==> config.mk <==
export PLATFORM = sky130hd
export DESIGN_NAME = sss_supervisor
export DESIGN_NICKNAME = d
export VERILOG_FILES = /design/src/inc/sss_pkg.sv /design/src/core/sss_pin_sync.sv /design/src/core/sss_supervisor.sv
export SDC_FILE = /design/constraint.sdc
export NUM_CORES = 1
export LEC_CHECK = 0
export BUFFER_PORTS_ARGS = -buffer_cell sky130_fd_sc_hd__buf_2
export CORE_MARGIN = 1
export CORE_UTILIZATION = 40
export DETAILED_ROUTE_END_ITERATION = 16
export SYNTH_ARGS = -nofsm -noshare
export SYNTH_HDL_FRONTEND = slang
export SYNTH_SLANG_ARGS = --single-unit
export TNS_END_PERCENT = 100
==> constraint.sdc <==
create_clock -name clk_sys -period 8.3 [get_ports clk_sys]
set_input_delay 1.66 -clock clk_sys [delete_from_list [all_inputs] [get_ports clk_sys]]
set_output_delay 1.66 -clock clk_sys [all_outputs]
set_load 0.01 [all_outputs]
==> src/inc/sss_pkg.sv <==
// constants, layouts and types of the servo sequence supervisor
//
// Notes on behaviour
// - in-position while |deviation| within completion range
// - zero-speed warning when |speed| at/below threshold
// - speed mode: rotation detect above speed threshold
// - overflow alarm when |deviation| exceeds level times 256
// - overflow alarm enable: 0 enables, 1 suppresses
// - travel inhibit stops motor per selection 0..2
// - 0: inhibited-direction torque off, brake; 1: inhibited-direction torque off, coast
// - 2: servo lock, or zero speed command
// - alarm stop: decel and after-stop per setting
// - alarm clears deviation counter, always
package sss_pkg;

   // ----------------------------------------------------------------
   // register bus
   // ----------------------------------------------------------------
   localparam int          ADDR_W          = 8;
   localparam int          DATA_W          = 32;

   localparam logic [7:0]  OFS_POS_RANGE   = 8'h00;
   localparam logic [7:0]  OFS_ZERO_SPEED  = 8'h04;
   localparam logic [7:0]  OFS_ROT_SPEED   = 8'h08;
   localparam logic [7:0]  OFS_OVF_LEVEL   = 8'h0c;
   localparam logic [7:0]  OFS_OVF_DISABLE = 8'h10;
   localparam logic [7:0]  OFS_PROH_STOP   = 8'h14;
   localparam logic [7:0]  OFS_ALARM_STOP  = 8'h18;
   localparam logic [7:0]  OFS_CONTROL     = 8'h1c;
   localparam logic [7:0]  OFS_STATUS      = 8'h20;
   localparam logic [7:0]  OFS_DEVIATION   = 8'h24;
   localparam logic [7:0]  OFS_IRQ_STATUS  = 8'h28;
   localparam logic [7:0]  OFS_IRQ_MASK    = 8'h2c;

   // ----------------------------------------------------------------
   // values after reset
   // ----------------------------------------------------------------
   localparam logic [14:0] RST_POS_RANGE   = 15'h0019;
   localparam logic [14:0] RST_ZERO_SPEED  = 15'h0014;
   localparam logic [14:0] RST_ROT_SPEED   = 15'h0032;
   localparam logic [14:0] RST_OVF_LEVEL   = 15'h0064;
   localparam logic        RST_OVF_DISABLE = 1'b0;
   localparam logic [1:0]  RST_PROH_STOP   = 2'h0;
   localparam logic [1:0]  RST_ALARM_STOP  = 2'h0;
   localparam logic [1:0]  PROH_STOP_MAX   = 2'h2;
   localparam logic [4:0]  RST_IRQ_MASK    = 5'h00;

   // overflow level unit is 256 pulses
   localparam int          OVF_SHIFT       = 8;

   // ----------------------------------------------------------------
   // field positions
   // ----------------------------------------------------------------
   localparam int          CTRL_SPEED_MODE = 0;
   localparam int          CTRL_ALARM_CLR  = 1;

   localparam int          IRQ_ALARM       = 0;
   localparam int          IRQ_FWD_INH     = 1;
   localparam int          IRQ_REV_INH     = 2;
   localparam int          IRQ_ZERO_SPEED  = 3;
   localparam int          IRQ_IN_POS      = 4;
   localparam int          IRQ_W           = 5;

   // pin synchroniser: forward inhibit, reverse inhibit, alarm
   localparam int          SYNC_W          = 3;
   localparam int          PIN_FWD         = 0;
   localparam int          PIN_REV         = 1;
   localparam int          PIN_ALM         = 2;

   // ----------------------------------------------------------------
   // types
   // ----------------------------------------------------------------
   typedef enum logic [1:0] {
      ST_RUN,
      ST_DECEL,
      ST_STOPPED
   } sss_alarm_e;

   typedef struct packed {
      logic torque_fwd_en;
      logic torque_rev_en;
      logic dyn_brake;
      logic coast;
      logic servo_free;
      logic servo_lock;
      logic zero_speed_cmd;
      logic dev_clear;
   } sss_drive_s;

   typedef struct packed {
      logic in_position_output;
      logic zero_speed_warning;
      logic rotation_detect_output;
      logic alarm_output;
   } sss_status_s;

endpackage

==> src/core/sss_pin_sync.sv <==
// three-stage pin synchroniser with agreement filter
`timescale 1ns/1ps
module sss_pin_sync (
   input  wire logic                      clk_sys,
   input  wire logic                      resetn,
   input  wire logic [sss_pkg::SYNC_W-1:0] pin_in,
   output logic      [sss_pkg::SYNC_W-1:0] level
);

   logic [sss_pkg::SYNC_W-1:0] stage1;
   logic [sss_pkg::SYNC_W-1:0] stage2;
   logic [sss_pkg::SYNC_W-1:0] stage3;
   wire  [sss_pkg::SYNC_W-1:0] differ;
   wire  [sss_pkg::SYNC_W-1:0] next_level;

   // a change counts only once stages two and three agree
   assign differ     = stage2 ^ stage3;
   assign next_level = (stage2 & ~differ) | (level & differ);

   always_ff @(posedge clk_sys or negedge resetn) begin
      if (!resetn) begin
         stage1 <= '0;
         stage2 <= '0;
         stage3 <= '0;
         level  <= '0;
      end else begin
         stage1 <= pin_in;
         stage2 <= stage1;
         stage3 <= stage2;
         level  <= next_level;
      end
   end

endmodule

==> src/core/sss_supervisor.sv <==
// servo sequence supervisor: thresholds, overflow alarm, stop selection
`timescale 1ns/1ps
module sss_supervisor (
   input  wire logic                        clk_sys,
   input  wire logic                        resetn,
   input  wire logic [sss_pkg::ADDR_W-1:0]  reg_addr,
   input  wire logic [sss_pkg::DATA_W-1:0]  reg_wdata,
   input  wire logic                        reg_wr,
   input  wire logic                        reg_rd,
   output logic      [sss_pkg::DATA_W-1:0]  reg_rdata,
   input  wire logic signed [31:0]          deviation_count,
   input  wire logic signed [15:0]          motor_speed,
   input  wire logic                        forward_travel_inhibit,
   input  wire logic                        reverse_travel_inhibit,
   input  wire logic                        external_alarm,
   output sss_pkg::sss_status_s             host_status,
   output sss_pkg::sss_drive_s              drive_cmd,
   output logic                             irq
);

   // ----
   // helpers
   // ----
   function automatic logic [15:0] abs_speed(input logic signed [15:0] v);
      abs_speed = v[15] ? 16'(-v) : 16'(v);
   endfunction

   function automatic logic [31:0] abs_dev(input logic signed [31:0] v);
      abs_dev = v[31] ? 32'(-v) : 32'(v);
   endfunction

   // ----
   // configuration registers
   // ----
   logic [14:0]               pos_range;
   logic [14:0]               zero_speed_thr;
   logic [14:0]               rot_speed_thr;
   logic [14:0]               ovf_level;
   logic                      ovf_disable;
   logic [1:0]                proh_stop_sel;
   logic [1:0]                alarm_stop_sel;
   logic                      speed_mode;
   logic [sss_pkg::IRQ_W-1:0] irq_status;
   logic [sss_pkg::IRQ_W-1:0] irq_mask;

   // ----
   // state
   // ----
   sss_pkg::sss_alarm_e        alarm_state;
   sss_pkg::sss_alarm_e        next_alarm_state;
   logic [sss_pkg::SYNC_W-1:0] pin_level;
   logic [sss_pkg::SYNC_W-1:0] pin_level_d;
   logic                       zero_warn_d;
   logic                       in_pos_d;

   // ----
   // pin synchronisers
   // ----
   wire [sss_pkg::SYNC_W-1:0] pin_raw;

   assign pin_raw[sss_pkg::PIN_FWD] = forward_travel_inhibit;
   assign pin_raw[sss_pkg::PIN_REV] = reverse_travel_inhibit;
   assign pin_raw[sss_pkg::PIN_ALM] = external_alarm;

   sss_pin_sync u_sync (
      .clk_sys (clk_sys),
      .resetn  (resetn),
      .pin_in  (pin_raw),
      .level   (pin_level)
   );

   wire fwd_inh = pin_level[sss_pkg::PIN_FWD];
   wire rev_inh = pin_level[sss_pkg::PIN_REV];
   wire ext_alm = pin_level[sss_pkg::PIN_ALM];

   // ----
   // comparisons
   // ----
   wire [15:0] speed_mag = abs_speed(motor_speed);
   wire [31:0] dev_mag   = abs_dev(deviation_count);
   wire [31:0] ovf_limit = {9'h000, ovf_level, 8'h00};

   wire in_pos_now   = dev_mag <= {17'h00000, pos_range};
   wire zero_warn    = speed_mag <= {1'b0, zero_speed_thr};
   wire rotating     = speed_mode && (speed_mag > {1'b0, rot_speed_thr});
   wire ovf_detect   = (dev_mag > ovf_limit) && !ovf_disable;
   wire alarm_cause  = ovf_detect || ext_alm;
   wire alarm_active = alarm_state != sss_pkg::ST_RUN;

   // ----
   // bus decode
   // ----
   wire wr_pos   = reg_wr && (reg_addr == sss_pkg::OFS_POS_RANGE);
   wire wr_zero  = reg_wr && (reg_addr == sss_pkg::OFS_ZERO_SPEED);
   wire wr_rot   = reg_wr && (reg_addr == sss_pkg::OFS_ROT_SPEED);
   wire wr_ovf   = reg_wr && (reg_addr == sss_pkg::OFS_OVF_LEVEL);
   wire wr_ovfd  = reg_wr && (reg_addr == sss_pkg::OFS_OVF_DISABLE);
   wire wr_proh  = reg_wr && (reg_addr == sss_pkg::OFS_PROH_STOP);
   wire wr_alms  = reg_wr && (reg_addr == sss_pkg::OFS_ALARM_STOP);
   wire wr_ctrl  = reg_wr && (reg_addr == sss_pkg::OFS_CONTROL);
   wire wr_istat = reg_wr && (reg_addr == sss_pkg::OFS_IRQ_STATUS);
   wire wr_imask = reg_wr && (reg_addr == sss_pkg::OFS_IRQ_MASK);

   // out-of-range stop selections are ignored, keeping the old value
   wire proh_ok  = reg_wdata[1:0] <= sss_pkg::PROH_STOP_MAX;
   wire alarm_clr_req = wr_ctrl && reg_wdata[sss_pkg::CTRL_ALARM_CLR];

   wire [sss_pkg::DATA_W-1:0] status_word = {
      25'h0000000,
      rev_inh,
      fwd_inh,
      alarm_active,
      host_status.alarm_output,
      host_status.rotation_detect_output,
      host_status.zero_speed_warning,
      host_status.in_position_output
   };

   logic [sss_pkg::DATA_W-1:0] rd_mux;

   always_comb begin
      case (reg_addr)
         sss_pkg::OFS_POS_RANGE:   rd_mux = {17'h00000, pos_range};
         sss_pkg::OFS_ZERO_SPEED:  rd_mux = {17'h00000, zero_speed_thr};
         sss_pkg::OFS_ROT_SPEED:   rd_mux = {17'h00000, rot_speed_thr};
         sss_pkg::OFS_OVF_LEVEL:   rd_mux = {17'h00000, ovf_level};
         sss_pkg::OFS_OVF_DISABLE: rd_mux = {31'h00000000, ovf_disable};
         sss_pkg::OFS_PROH_STOP:   rd_mux = {30'h00000000, proh_stop_sel};
         sss_pkg::OFS_ALARM_STOP:  rd_mux = {30'h00000000, alarm_stop_sel};
         sss_pkg::OFS_CONTROL:     rd_mux = {31'h00000000, speed_mode};
         sss_pkg::OFS_STATUS:      rd_mux = status_word;
         sss_pkg::OFS_DEVIATION:   rd_mux = deviation_count;
         sss_pkg::OFS_IRQ_STATUS:  rd_mux = {27'h0000000, irq_status};
         sss_pkg::OFS_IRQ_MASK:    rd_mux = {27'h0000000, irq_mask};
         default:                  rd_mux = '0;
      endcase
   end

   wire [sss_pkg::DATA_W-1:0] next_rdata = reg_rd ? rd_mux : '0;

   // ----
   // alarm stop sequence
   // ----
   // motor counts as stopped once the zero-speed comparison holds
   always_comb begin
      next_alarm_state = alarm_state;
      case (alarm_state)
         sss_pkg::ST_RUN: begin
            if (alarm_cause) begin
               next_alarm_state = sss_pkg::ST_DECEL;
            end
         end
         sss_pkg::ST_DECEL: begin
            if (zero_warn) begin
               next_alarm_state = sss_pkg::ST_STOPPED;
            end
         end
         sss_pkg::ST_STOPPED: begin
            // a pending cause keeps the alarm: set wins over clear
            if (alarm_clr_req && !alarm_cause) begin
               next_alarm_state = sss_pkg::ST_RUN;
            end
         end
         default: begin
            next_alarm_state = sss_pkg::ST_RUN;
         end
      endcase
   end

   // ----
   // drive command
   // ----
   wire alm_decel_brake = !alarm_stop_sel[0];  // 0,2 brake; 1,3 coast
   wire alm_stop_brake  = !alarm_stop_sel[1];  // 0,1 brake; 2,3 free
   wire proh_any        = fwd_inh || rev_inh;

   sss_pkg::sss_drive_s next_drive;

   always_comb begin
      next_drive = '0;
      next_drive.torque_fwd_en = 1'b1;
      next_drive.torque_rev_en = 1'b1;
      case (alarm_state)
         sss_pkg::ST_DECEL: begin
            next_drive.torque_fwd_en = 1'b0;
            next_drive.torque_rev_en = 1'b0;
            next_drive.dyn_brake     = alm_decel_brake;
            next_drive.coast         = !alm_decel_brake;
            next_drive.dev_clear     = 1'b1;
         end
         sss_pkg::ST_STOPPED: begin
            next_drive.torque_fwd_en = 1'b0;
            next_drive.torque_rev_en = 1'b0;
            next_drive.dyn_brake     = alm_stop_brake;
            next_drive.servo_free    = !alm_stop_brake;
            next_drive.dev_clear     = 1'b1;
         end
         default: begin
            if (proh_any) begin
               case (proh_stop_sel)
                  2'h0: begin
                     next_drive.torque_fwd_en = !fwd_inh;
                     next_drive.torque_rev_en = !rev_inh;
                     next_drive.dyn_brake     = 1'b1;
                  end
                  2'h1: begin
                     next_drive.torque_fwd_en = !fwd_inh;
                     next_drive.torque_rev_en = !rev_inh;
                     next_drive.coast         = 1'b1;
                  end
                  2'h2: begin
                     next_drive.servo_lock     = !speed_mode;
                     next_drive.zero_speed_cmd = speed_mode;
                  end
                  default: begin
                     next_drive.dyn_brake = 1'b1;
                  end
               endcase
            end
         end
      endcase
   end

   sss_pkg::sss_status_s next_status;

   always_comb begin
      next_status.in_position_output     = in_pos_now;
      next_status.zero_speed_warning     = zero_warn;
      next_status.rotation_detect_output = rotating;
      next_status.alarm_output           = next_alarm_state != sss_pkg::ST_RUN;
   end

   // ----
   // interrupt events
   // ----
   wire [sss_pkg::IRQ_W-1:0] irq_event = {
      in_pos_now && !in_pos_d,
      zero_warn && !zero_warn_d,
      rev_inh && !pin_level_d[sss_pkg::PIN_REV],
      fwd_inh && !pin_level_d[sss_pkg::PIN_FWD],
      alarm_cause && !alarm_active
   };

   wire [sss_pkg::IRQ_W-1:0] irq_clear = wr_istat ? reg_wdata[sss_pkg::IRQ_W-1:0] : '0;
   // set wins over a clear in the same cycle
   wire [sss_pkg::IRQ_W-1:0] next_irq_status = (irq_status & ~irq_clear) | irq_event;
   wire [sss_pkg::IRQ_W-1:0] next_irq_mask   = wr_imask ? reg_wdata[sss_pkg::IRQ_W-1:0] : irq_mask;
   wire                      next_irq        = |(next_irq_status & next_irq_mask);

   // ----
   // configuration storage
   // ----
   always_ff @(posedge clk_sys or negedge resetn) begin
      if (!resetn) begin
         pos_range      <= sss_pkg::RST_POS_RANGE;
         zero_speed_thr <= sss_pkg::RST_ZERO_SPEED;
         rot_speed_thr  <= sss_pkg::RST_ROT_SPEED;
         ovf_level      <= sss_pkg::RST_OVF_LEVEL;
         ovf_disable    <= sss_pkg::RST_OVF_DISABLE;
         proh_stop_sel  <= sss_pkg::RST_PROH_STOP;
         alarm_stop_sel <= sss_pkg::RST_ALARM_STOP;
         speed_mode     <= 1'b0;
         irq_mask       <= sss_pkg::RST_IRQ_MASK;
      end else begin
         if (wr_pos)  pos_range      <= reg_wdata[14:0];
         if (wr_zero) zero_speed_thr <= reg_wdata[14:0];
         if (wr_rot)  rot_speed_thr  <= reg_wdata[14:0];
         if (wr_ovf)  ovf_level      <= reg_wdata[14:0];
         if (wr_ovfd) ovf_disable    <= reg_wdata[0];
         if (wr_proh && proh_ok) proh_stop_sel <= reg_wdata[1:0];
         if (wr_alms) alarm_stop_sel <= reg_wdata[1:0];
         if (wr_ctrl) speed_mode     <= reg_wdata[sss_pkg::CTRL_SPEED_MODE];
         irq_mask <= next_irq_mask;
      end
   end

   // ----
   // state and outputs
   // ----
   always_ff @(posedge clk_sys or negedge resetn) begin
      if (!resetn) begin
         alarm_state <= sss_pkg::ST_RUN;
         pin_level_d <= '0;
         zero_warn_d <= 1'b0;
         in_pos_d    <= 1'b0;
         irq_status  <= '0;
         irq         <= 1'b0;
         reg_rdata   <= '0;
         host_status <= '0;
         drive_cmd   <= '0;
      end else begin
         alarm_state <= next_alarm_state;
         pin_level_d <= pin_level;
         zero_warn_d <= zero_warn;
         in_pos_d    <= in_pos_now;
         irq_status  <= next_irq_status;
         irq         <= next_irq;
         reg_rdata   <= next_rdata;
         host_status <= next_status;
         drive_cmd   <= next_drive;
      end
   end

endmodule

# [Yosys cells after proc, flatten, opt, wreduce, memory -nomap -nowiden]
# Index checks and enable logic that the tools add are counted.
[totals] out_inout_bits=45 ff_bits=137 inputBits=95 wordCells=125
[op_classes] n_addsub=2 reduce_logical=43 magnitude_cmp=5 eq_ne=15 muxes=21 n_bitwise=9
[ops] cell="32-bit case mux with 12 select lines" n=1
[ops] cell="32-bit 2-to-1 mux" n=2
[ops] cell="8-bit by 5-bit == test with 1-bit output (second input constant)" n=4
[ops] cell="8-bit by 6-bit == test with 1-bit output (second input constant)" n=4
[ops] cell="32-bit by 23-bit > comparator with 1-bit output" n=1
[ops] cell="32-bit by 15-bit <= comparator with 1-bit output" n=1
[ops] cell="32-bit negation" n=1
[ops] cell="1-bit logical AND" n=20
[ops] cell="8-bit by 4-bit == test with 1-bit output (second input constant)" n=2
[ops] cell="16-bit by 15-bit > comparator with 1-bit output" n=1
[ops] cell="16-bit by 15-bit <= comparator with 1-bit output" n=1
[ops] cell="16-bit 2-to-1 mux" n=1
[ops] cell="16-bit negation" n=1
[ops] cell="2-bit 2-to-1 mux" n=7
[ops] cell="1-bit logical NOT" n=12
[ops] cell="5-bit AND" n=2
[ops] cell="5-bit 2-to-1 mux" n=2
[ops] cell="8-bit by 3-bit == test with 1-bit output (second input constant)" n=1
[ops] cell="8-bit logical NOT" n=1
[ops] cell="3-bit AND" n=2
[ops] cell="2-bit case mux with 3 select lines" n=1
[ops] cell="3-bit case mux with 2 select lines" n=1
[ops] cell="2-bit OR reduction" n=3
[ops] cell="5-bit NOT" n=1
[ops] cell="14 further kinds" n=22

# [Logic depth before layout (Yosys ltp)]
# Gate-level depths: netlist of the first run.
[logic_depth] depth_word=10 ltp_mapped=18 depth_no_buf=17

# [Cells and area by module]
# A second synthesis of the first run with hierarchy kept.
[unflattened] cells_unflattened=786 area_unflattened_um2=8160.3
[modules_own_cells] module="sss_supervisor" cells_per_inst=771 area_per_inst_um2=7826.3 seq_area_each_um2=3141.8 instances=1
[modules_own_cells] module="sss_pin_sync" cells_per_inst=15 area_per_inst_um2=334.1 seq_area_each_um2=300.3 instances=1

# [Worst setup path before layout of the first run]
# OpenSTA, ideal clock, no wires.
[synth_timing] kind="in2reg" startpoint="input port deviation_count[0]" endpoint="register host_status[0] (netlist name)" setup_time_ns=0.125 path_stages=18 required_ns=8.175 arrival_time_ns=5.318 path_slack_ns=2.857 n_path_buf=1 path_cell_list="inv_1 ha_1 nor4b_1 nand2_1 clkbuf_1 nor4_1 a21bo_2 xnor2_1 ha_1 and4_1 nand4_1 or4_1 a2111oi_0 o211ai_1 nor3_1 o221ai_1 a22oi_2 o22ai_2"
[synth_lines] element="start: declaration" line_no="sss_supervisor.sv:11" rtl="input wire logic signed [31:0] deviation_count,"
[synth_lines] element="end signal: assignment" line_no="sss_supervisor.sv:299" rtl="host_status <= next_status;"
[synth_lines] element="end: declaration" line_no="sss_supervisor.sv:16" rtl="output sss_pkg::sss_status_s host_status,"

==> results of run 1 <==
[cells by family (layout without fill, tap and decap cells)]
logic type	count (synthesis)	count (layout)	synth area share, %
XOR/XNOR	34	34	3.61
AND/OR/NAND/NOR	200	200	12.9
adder cells (fa/ha/maj)	72	72	10.8
multiplexers	68	68	9.29
other	0	1	0
buffers and inverters	113	244	5.34
AO/OA/AOI/OAI	185	185	16.3
flip-flops	137	137	41.7
[worst max-delay path: cells and delay by family]
kind / cells / cell delay (ns)
XOR/XNOR: 1 / 0.09
AO/OA/AOI/OAI: 6 / 1.30
buffers and inverters: 2 / 0.22
adder cells (fa/ha/maj): 2 / 0.49
AND/OR/NAND/NOR: 7 / 2.55
[flip-flops by register name, summed over array words and instances, names as in the netlist, named ones only]
register / flops
alarm_state: 2
u_sync.stage3: 3
zero_warn_d: 1
drive_cmd: 8
zero_speed_thr: 15
rot_speed_thr: 15
pin_level_d: 2
ovf_level: 15
in_pos_d: 1
ovf_disable: 1
reg_rdata: 32
u_sync.stage1: 3
host_status: 2
proh_stop_sel: 2
irq_status: 5
irq_mask: 5
irq: 1
speed_mode: 1
u_sync.stage2: 3
alarm_stop_sel: 2
pos_range: 15
[placed cells by master (no fill, tap or decap), drive strengths merged, types with 6 or more instances in the layout]
master	netlist	layout
a22oi	32	32
xnor2	31	31
nand3	12	12
a21o	9	9
a222oi	8	8
or2	7	7
nor4	10	10
or4	8	8
nand2b	10	10
nor2b	10	10
buf	5	129
nor3	17	17
nor2	34	34
inv	83	92
dfrtp	126	126
and2	15	15
mux2	68	68
a21oi	24	24
o21a	9	9
dfstp	11	11
o21ai	34	34
o41ai	7	7
ha	69	69
nand2	46	46
a31oi	6	6
clkbuf	25	17
nand4	13	13
o31ai	14	14
[final timing paths]
kind,startpoint,to,slack [ns],depth (start not counted)
min in group asynchronous,resetn,u_sync.stage2[1],1.18,1
max in group asynchronous,resetn,reg_rdata[18],5.75,2
min reg2reg,u_sync.stage1[2],u_sync.stage2[2],0.35,0
max,deviation_count[0],host_status[0],2.28,18
min,u_sync.stage1[2],u_sync.stage2[2],0.35,0
max reg2reg,zero_speed_thr[10],irq,5.06,10
[power breakdown]
part,internal (W),leakage (nW),switching (W)
clock,0.000429,0.293,0.000338
sequential,0.000712,1.79,0.0000336
combinational,0.000144,2.27,0.000197
[metrics by stage]
| stage | util (%) | hold slack (ns) |
|---|---|---|
| floorplan | - | 0.331 |
| global placement | 45.1 | 0.333 |
| detailed placement | 45.1 | 0.338 |
| CTS | 48.1 | 0.353 |
| global route | 48.1 | 0.357 |
| finish | 48.1 | 0.350 |
[area by class of cell]
type	count	area, um2
Fill cell	1928	10500
Multi-Input combinational cell	559	4360
Sequential cell	137	3440
Timing Repair Buffer	129	669
Clock buffer	17	425
Tap cell	270	338
Inverter	83	312
Clock inverter	15	175
Antenna cell	1	2.50
[per-layer routing]
metal | GRT usage (%) | vias to the layer above | wire, um
li1 | - | 3197 | -
met1 | 30.4 | 3227 | 10300
met2 | 33.1 | 188 | 9810
met3 | 4.61 | 27 | 1310
met4 | 7.53 | 0 | 399
met5 | 0 | - | 0
==> impl_metrics.csv, run 1 <==
group,metric,value,unit
outcome,outcome,"complete, no violations",
floorplan,start_util,40.7,%
timing,setup_violations,0,
synthesis,synth_top_area_share,38.2,%
timing,fmax,0.166,GHz
clocking,cts_resized,0,
routing,wire_per_inst,18.0,um
global_route,track_usage,21.7,%
timing,fin_ws,2.28,ns
global_route,grt_overflow,0,
routing,drcViolationCount,0,
clocking,clock_latency,0.43,ns
timing,slew_violations,0,
timing,slew_headroom,35.5,%
floorplan,boundaryPins,140,
synthesis,avgSynthCellArea,10.2,um2
power_and_ir_drop,leakage,4.35,nW
synthesis,synth.ff_latch_count,137,
timing,max_slew.worst_pin.slew,0.968,ns
synthesis,synth_area_leader_cell,"dfrtp_1",
routing,drt-initial-drc-count,483,
critical_path,slowest_delay,0.53,ns
clocking,cts_tree,"built",
placed_design,io_buffers,122,
final_layout,instances_no_fill,1211,
power_and_ir_drop,p_total,0.00185,W
power_and_ir_drop,power_density,191,nW/um2
placed_design,dp_slack,1.88,ns
floorplan,rows,52,
clocking,cts_setup_buffers,0,
timing,post-route-period-util,72.5,%
routing,ant_nets,0,
synthesis,ys_seq_area_share,41.7,%
final_layout,drive_above_1_share,27.3,%
clocking,cts_buffer_depth,2,
power_and_ir_drop,ir_drop,0.102,mV
clocking,cts_num_sinks,137,
critical_path,worstSetupEndpointType,"flop",
critical_path,slowest_stage,"or4_1",
synthesis,ys_async_sr_fraction,100,%
worst_hold_path,min_path_type,"flop to flop",
timing,setup_tns,0,ns
synthesis,syn_inst,809,
synthesis,syn_area,8250,um2
critical_path,path_class,"primary input to flop",
synthesis,yosysWarnings,0,
synthesis,ys_top_cells_by_count,"dfrtp_1, inv_1, ha_1",
timing,final_hold_viol_count,0,
clocking,numCtsBuffers,17,
final_layout,syn_to_final_growth,18.0,%
synthesis,ys.flop_type,"dfrtp_1",
synthesis,yosysMostFrequentCell,"dfrtp_1",
floorplan,core,20200,um2
clocking,root_buffer,"clkbuf_16",
critical_path,cpMostUsedCell,"ha_1",
timing,rsz0062_at_grt,"false",
global_route,antenna_found_initial,0,
synthesis,synthTopCellsByArea,"dfrtp_1, ha_1, mux2_2, inv_1, dfstp_2",
critical_path,cp_cell_sequence,"buf_2 -> inv_1 -> ha_1 -> nor4b_1 -> nand2_1 -> nor4_1 -> a21bo_2 -> xnor2_1 -> ha_1 -> and4_1 -> nand4_1 -> or4_1 -> a2111oi_0 -> o211ai_1 -> nor3_1 -> o221ai_1 -> a22oi_2 -> o22ai_2",
final_layout,layout.nets,1091,
routing,first_pass_iters,7,
global_route,grt_pass1_wl,35600,um
timing,worst_clock_skew,0.00790,ns
floorplan,die_w,146,um
clocking,clk_pin_slew,0.06,ns
placed_design,place_area,9120,um2
final_layout,final_cell_area,9730,um2
floorplan,die_area,21200,um2
timing,layout_min_cycle_time,6.02,ns
routing,vias,6639,
critical_path,worst_ep_required_time,8.61,ns
critical_path,worstPathMaxFanout,12,
placed_design,dp.cells,1178,
placed_design,place_congestion,0.892,
placed_design,hpwl,16800,um
global_route,grt_max_degree,78,
clocking,cts_hold_buf,0,
critical_path,start_kind,"primary input",
synthesis,synth_edf_count,0,
synthesis,syn_nets,973,
synthesis,synth_cell_types,64,
global_route,grt_pass1_vias,6599,
routing,viasPerCell,5.48,
floorplan,die_y,146,um
run,maxCapViolations,0,
critical_path,worst_ep_arrival_time,6.33,ns
routing,wl,21800,um
clocking,h-tree-depth,4,
Note: power is estimated with default switching activity, not from simulation.
==> run 2: changes to the inputs <==
Clock period 8.3 ns to 5.5 ns, I/O delays scaled along.
==> run 2 against run 1 <==
Flip-flop and latch count did not move. Largest power group unchanged. Cell count rose by 0.74%. Worst setup slack got worse by 1.9 ns. Sequential share of layout area fell by 0.62 points. Sequential power rose by 51%. Hold slack got worse by 0.0018 ns. Global-route usage rose by 0.30 points. Clock power rose by 80%. Count of clock-buffer cells in the layout rose by 2. Non-clock buffer count rose by 9. First-iteration DRC count fell by 16%.
==> impl_metrics.csv, run 2 (synthesis gave the netlist of run 1 again) <==
group,metric,value,unit
routing,vias,6757,
power_and_ir_drop,ir_drop,0.182,mV
routing,first_pass_iters,7,
clocking,cts_resized,0,
power_and_ir_drop,p_int,0.00221,W
timing,setup_tns,0,ns
placed_design,place_congestion,0.893,
final_layout,regArea,3440,um2
floorplan,start_util,40.7,%
global_route,grt_max_degree,100,
final_layout,drive_above_1_share,27.9,%
clocking,root_buffer,"clkbuf_16",
floorplan,die_w,146,um
placed_design,io_buffers,122,
timing,slew_headroom,39.1,%
clocking,cts_buffer_depth,2,
critical_path,start_kind,"primary input",
routing,viasPerCell,5.54,
placed_design,hpwl,17000,um
final_layout,mostFrequentLayoutCell,"dfrtp_1",
critical_path,reg2reg_from,"ovf_level[11]",
run,maxCapViolations,0,
floorplan,boundaryPins,140,
power_and_ir_drop,p_switching,0.000815,W
clocking,h-tree-depth,4,
power_and_ir_drop,clockPowerShare,45.6,%
critical_path,worst_ep_required_time,5.81,ns
clocking,clock_latency,0.43,ns
timing,max_slew.worst_pin.slew,0.913,ns
clocking,cts_setup_buffers,0,
worst_hold_path,min_path_type,"flop to flop",
critical_path,slowest_delay,0.53,ns
global_route,antenna_found_initial,1,
final_layout,syn_to_final_growth,20.1,%
clocking,cts_num_sinks,137,
outcome,outcome,"complete, no violations",
global_route,track_usage,22.0,%
final_layout,largest_reg_flops,32,
power_and_ir_drop,power_density,306,nW/um2
critical_path,path_class,"primary input to flop",
critical_path,worst_ep_arrival_time,5.42,ns
timing,setup_violations,0,
critical_path,worstPathMaxFanout,11,
final_layout,layout_common_cells,"dfrtp_1, buf_2, inv_1",
worst_hold_path,min_from,"u_sync.stage1[1]",
timing,slew_violations,0,
power_and_ir_drop,p_seq_share,37.2,%
final_layout,largest_register,"reg_rdata",
final_layout,layout.nets,1100,
routing,drcViolationCount,0,
routing,wire_per_inst,18.2,um
floorplan,die_y,146,um
global_route,met1_usage,30.6,%
routing,ant_nets,0,
global_route,busiest_layer,"met2",
final_layout,multiInputGateArea,4360,um2
critical_path,worstSetupEndpointType,"flop",
worst_hold_path,whs_path_depth,0,
timing,worst_clock_skew,0.00772,ns
global_route,use_met2,34.9,%
timing,rsz0062_at_grt,"false",
final_layout,post-route-util,48.9,%
timing,fmax,0.196,GHz
critical_path,cp_cell_sequence,"buf_2 -> inv_1 -> ha_1 -> nor4b_1 -> buf_4 -> nand2_1 -> buf_4 -> o31ai_1 -> xnor2_1 -> ha_1 -> and4_1 -> nand4_1 -> or4_1 -> a2111oi_0 -> o211ai_1 -> nor3_1 -> o221ai_1 -> a22oi_2 -> o22ai_2",
power_and_ir_drop,leakage,4.44,nW
power_and_ir_drop,combPwrFrac,17.2,%
global_route,grt_pass1_wl,36400,um
timing,layout_min_cycle_time,5.11,ns
routing,wl,22300,um
clocking,clk_pin_slew,0.06,ns
critical_path,slowest_stage,"or4_1",
floorplan,die_area,21200,um2
timing,post-route-period-util,92.9,%
clocking,cts_tree,"built",
critical_path,startpoint,"deviation_count[0]",
power_and_ir_drop,switching_share,26.9,%
final_layout,num-fill-cells,1890,
critical_path,ff2ff_path_depth,11,
routing,drt-initial-drc-count,407,
global_route,grt_pass1_vias,6729,
floorplan,core,20200,um2
global_route,grt_overflow,0,
global_route,grt_use_met3,3.92,%
timing,final_hold_viol_count,0,
clocking,cts_hold_buf,0,
floorplan,rows,52,
clocking,numCtsBuffers,17,
-- run 2: cell types whose count changed in the layout (fill, tap and decap cells not counted) --
cell	previous run	this run
clkinvlp_4	0	2
clkbuf_1	0	1
inv_6	9	2
clkbuf_8	0	1
buf_4	7	16
clkinv_4	2	1
inv_8	0	1
bufinv_16	1	7
clkinv_8	3	0
-- run 2: layout make-up --
| cell class | instances | share of cell area [%] |
|---|---|---|
| antenna | 1 | 0.0253 |
| clock buffer | 19 | 4.47 |
| clock inverter | 13 | 2.65 |
| inverter | 83 | 3.15 |
| multi-input combinational | 559 | 44.1 |
| sequential | 137 | 34.8 |
| tap | 270 | 3.41 |
| timing repair buffer | 138 | 7.44 |
-- run 2: stage by stage --
stage	cells	instance area, um2	setup WS (ns)	power, W	hold slack [ns]
after floorplan	809	8250	0.617	0.00146	0.331
after global placement	1187	9190	0.249	0.00165	0.333
after detailed placement	1187	9190	0.0980	0.00166	0.336
after CTS	1219	9900	0.462	0.00305	0.351
after global routing	1220	9900	0.153	0.00317	0.353
final	1220	9900	0.392	0.00302	0.348
-- run 2: routing by layer --
layer	part of all wire, %	vias up
li1	-	3218
met1	47	3323
met2	46	193
met3	5.2	23
met4	1.4	0
met5	0	-
-- run 2: worst max-delay path, delay by kind of cell --
kind	cells	cell delay [ns]
fa+ha+maj	2	0.51
buf+inv	4	0.64
simple gates	6	1.58
compound gates	6	1.43
xor+xnor	1	0.15
-- run 2: path summary, 6_finish.rpt --
check / end / slack [ns]
min: u_sync.stage2[1] / 0.35
min in group asynchronous: speed_mode / 0.75
max: host_status[0] / 0.39
max reg2reg: host_status[0] / 2.22
max in group asynchronous: reg_rdata[18] / 3.64
min reg2reg: u_sync.stage2[1] / 0.35
-- run 2: power groups by stage --
stage	sequential, W	combinational [W]	clock [W]
2_1_floorplan	0.00114	0.000325	0
3_3_place_gp	0.00114	0.000509	0
3_5_place_dp	0.00114	0.000518	0
4_1_cts	0.00113	0.000523	0.00140
5_1_grt	0.00113	0.000592	0.00145
6_report	0.00113	0.000519	0.00138
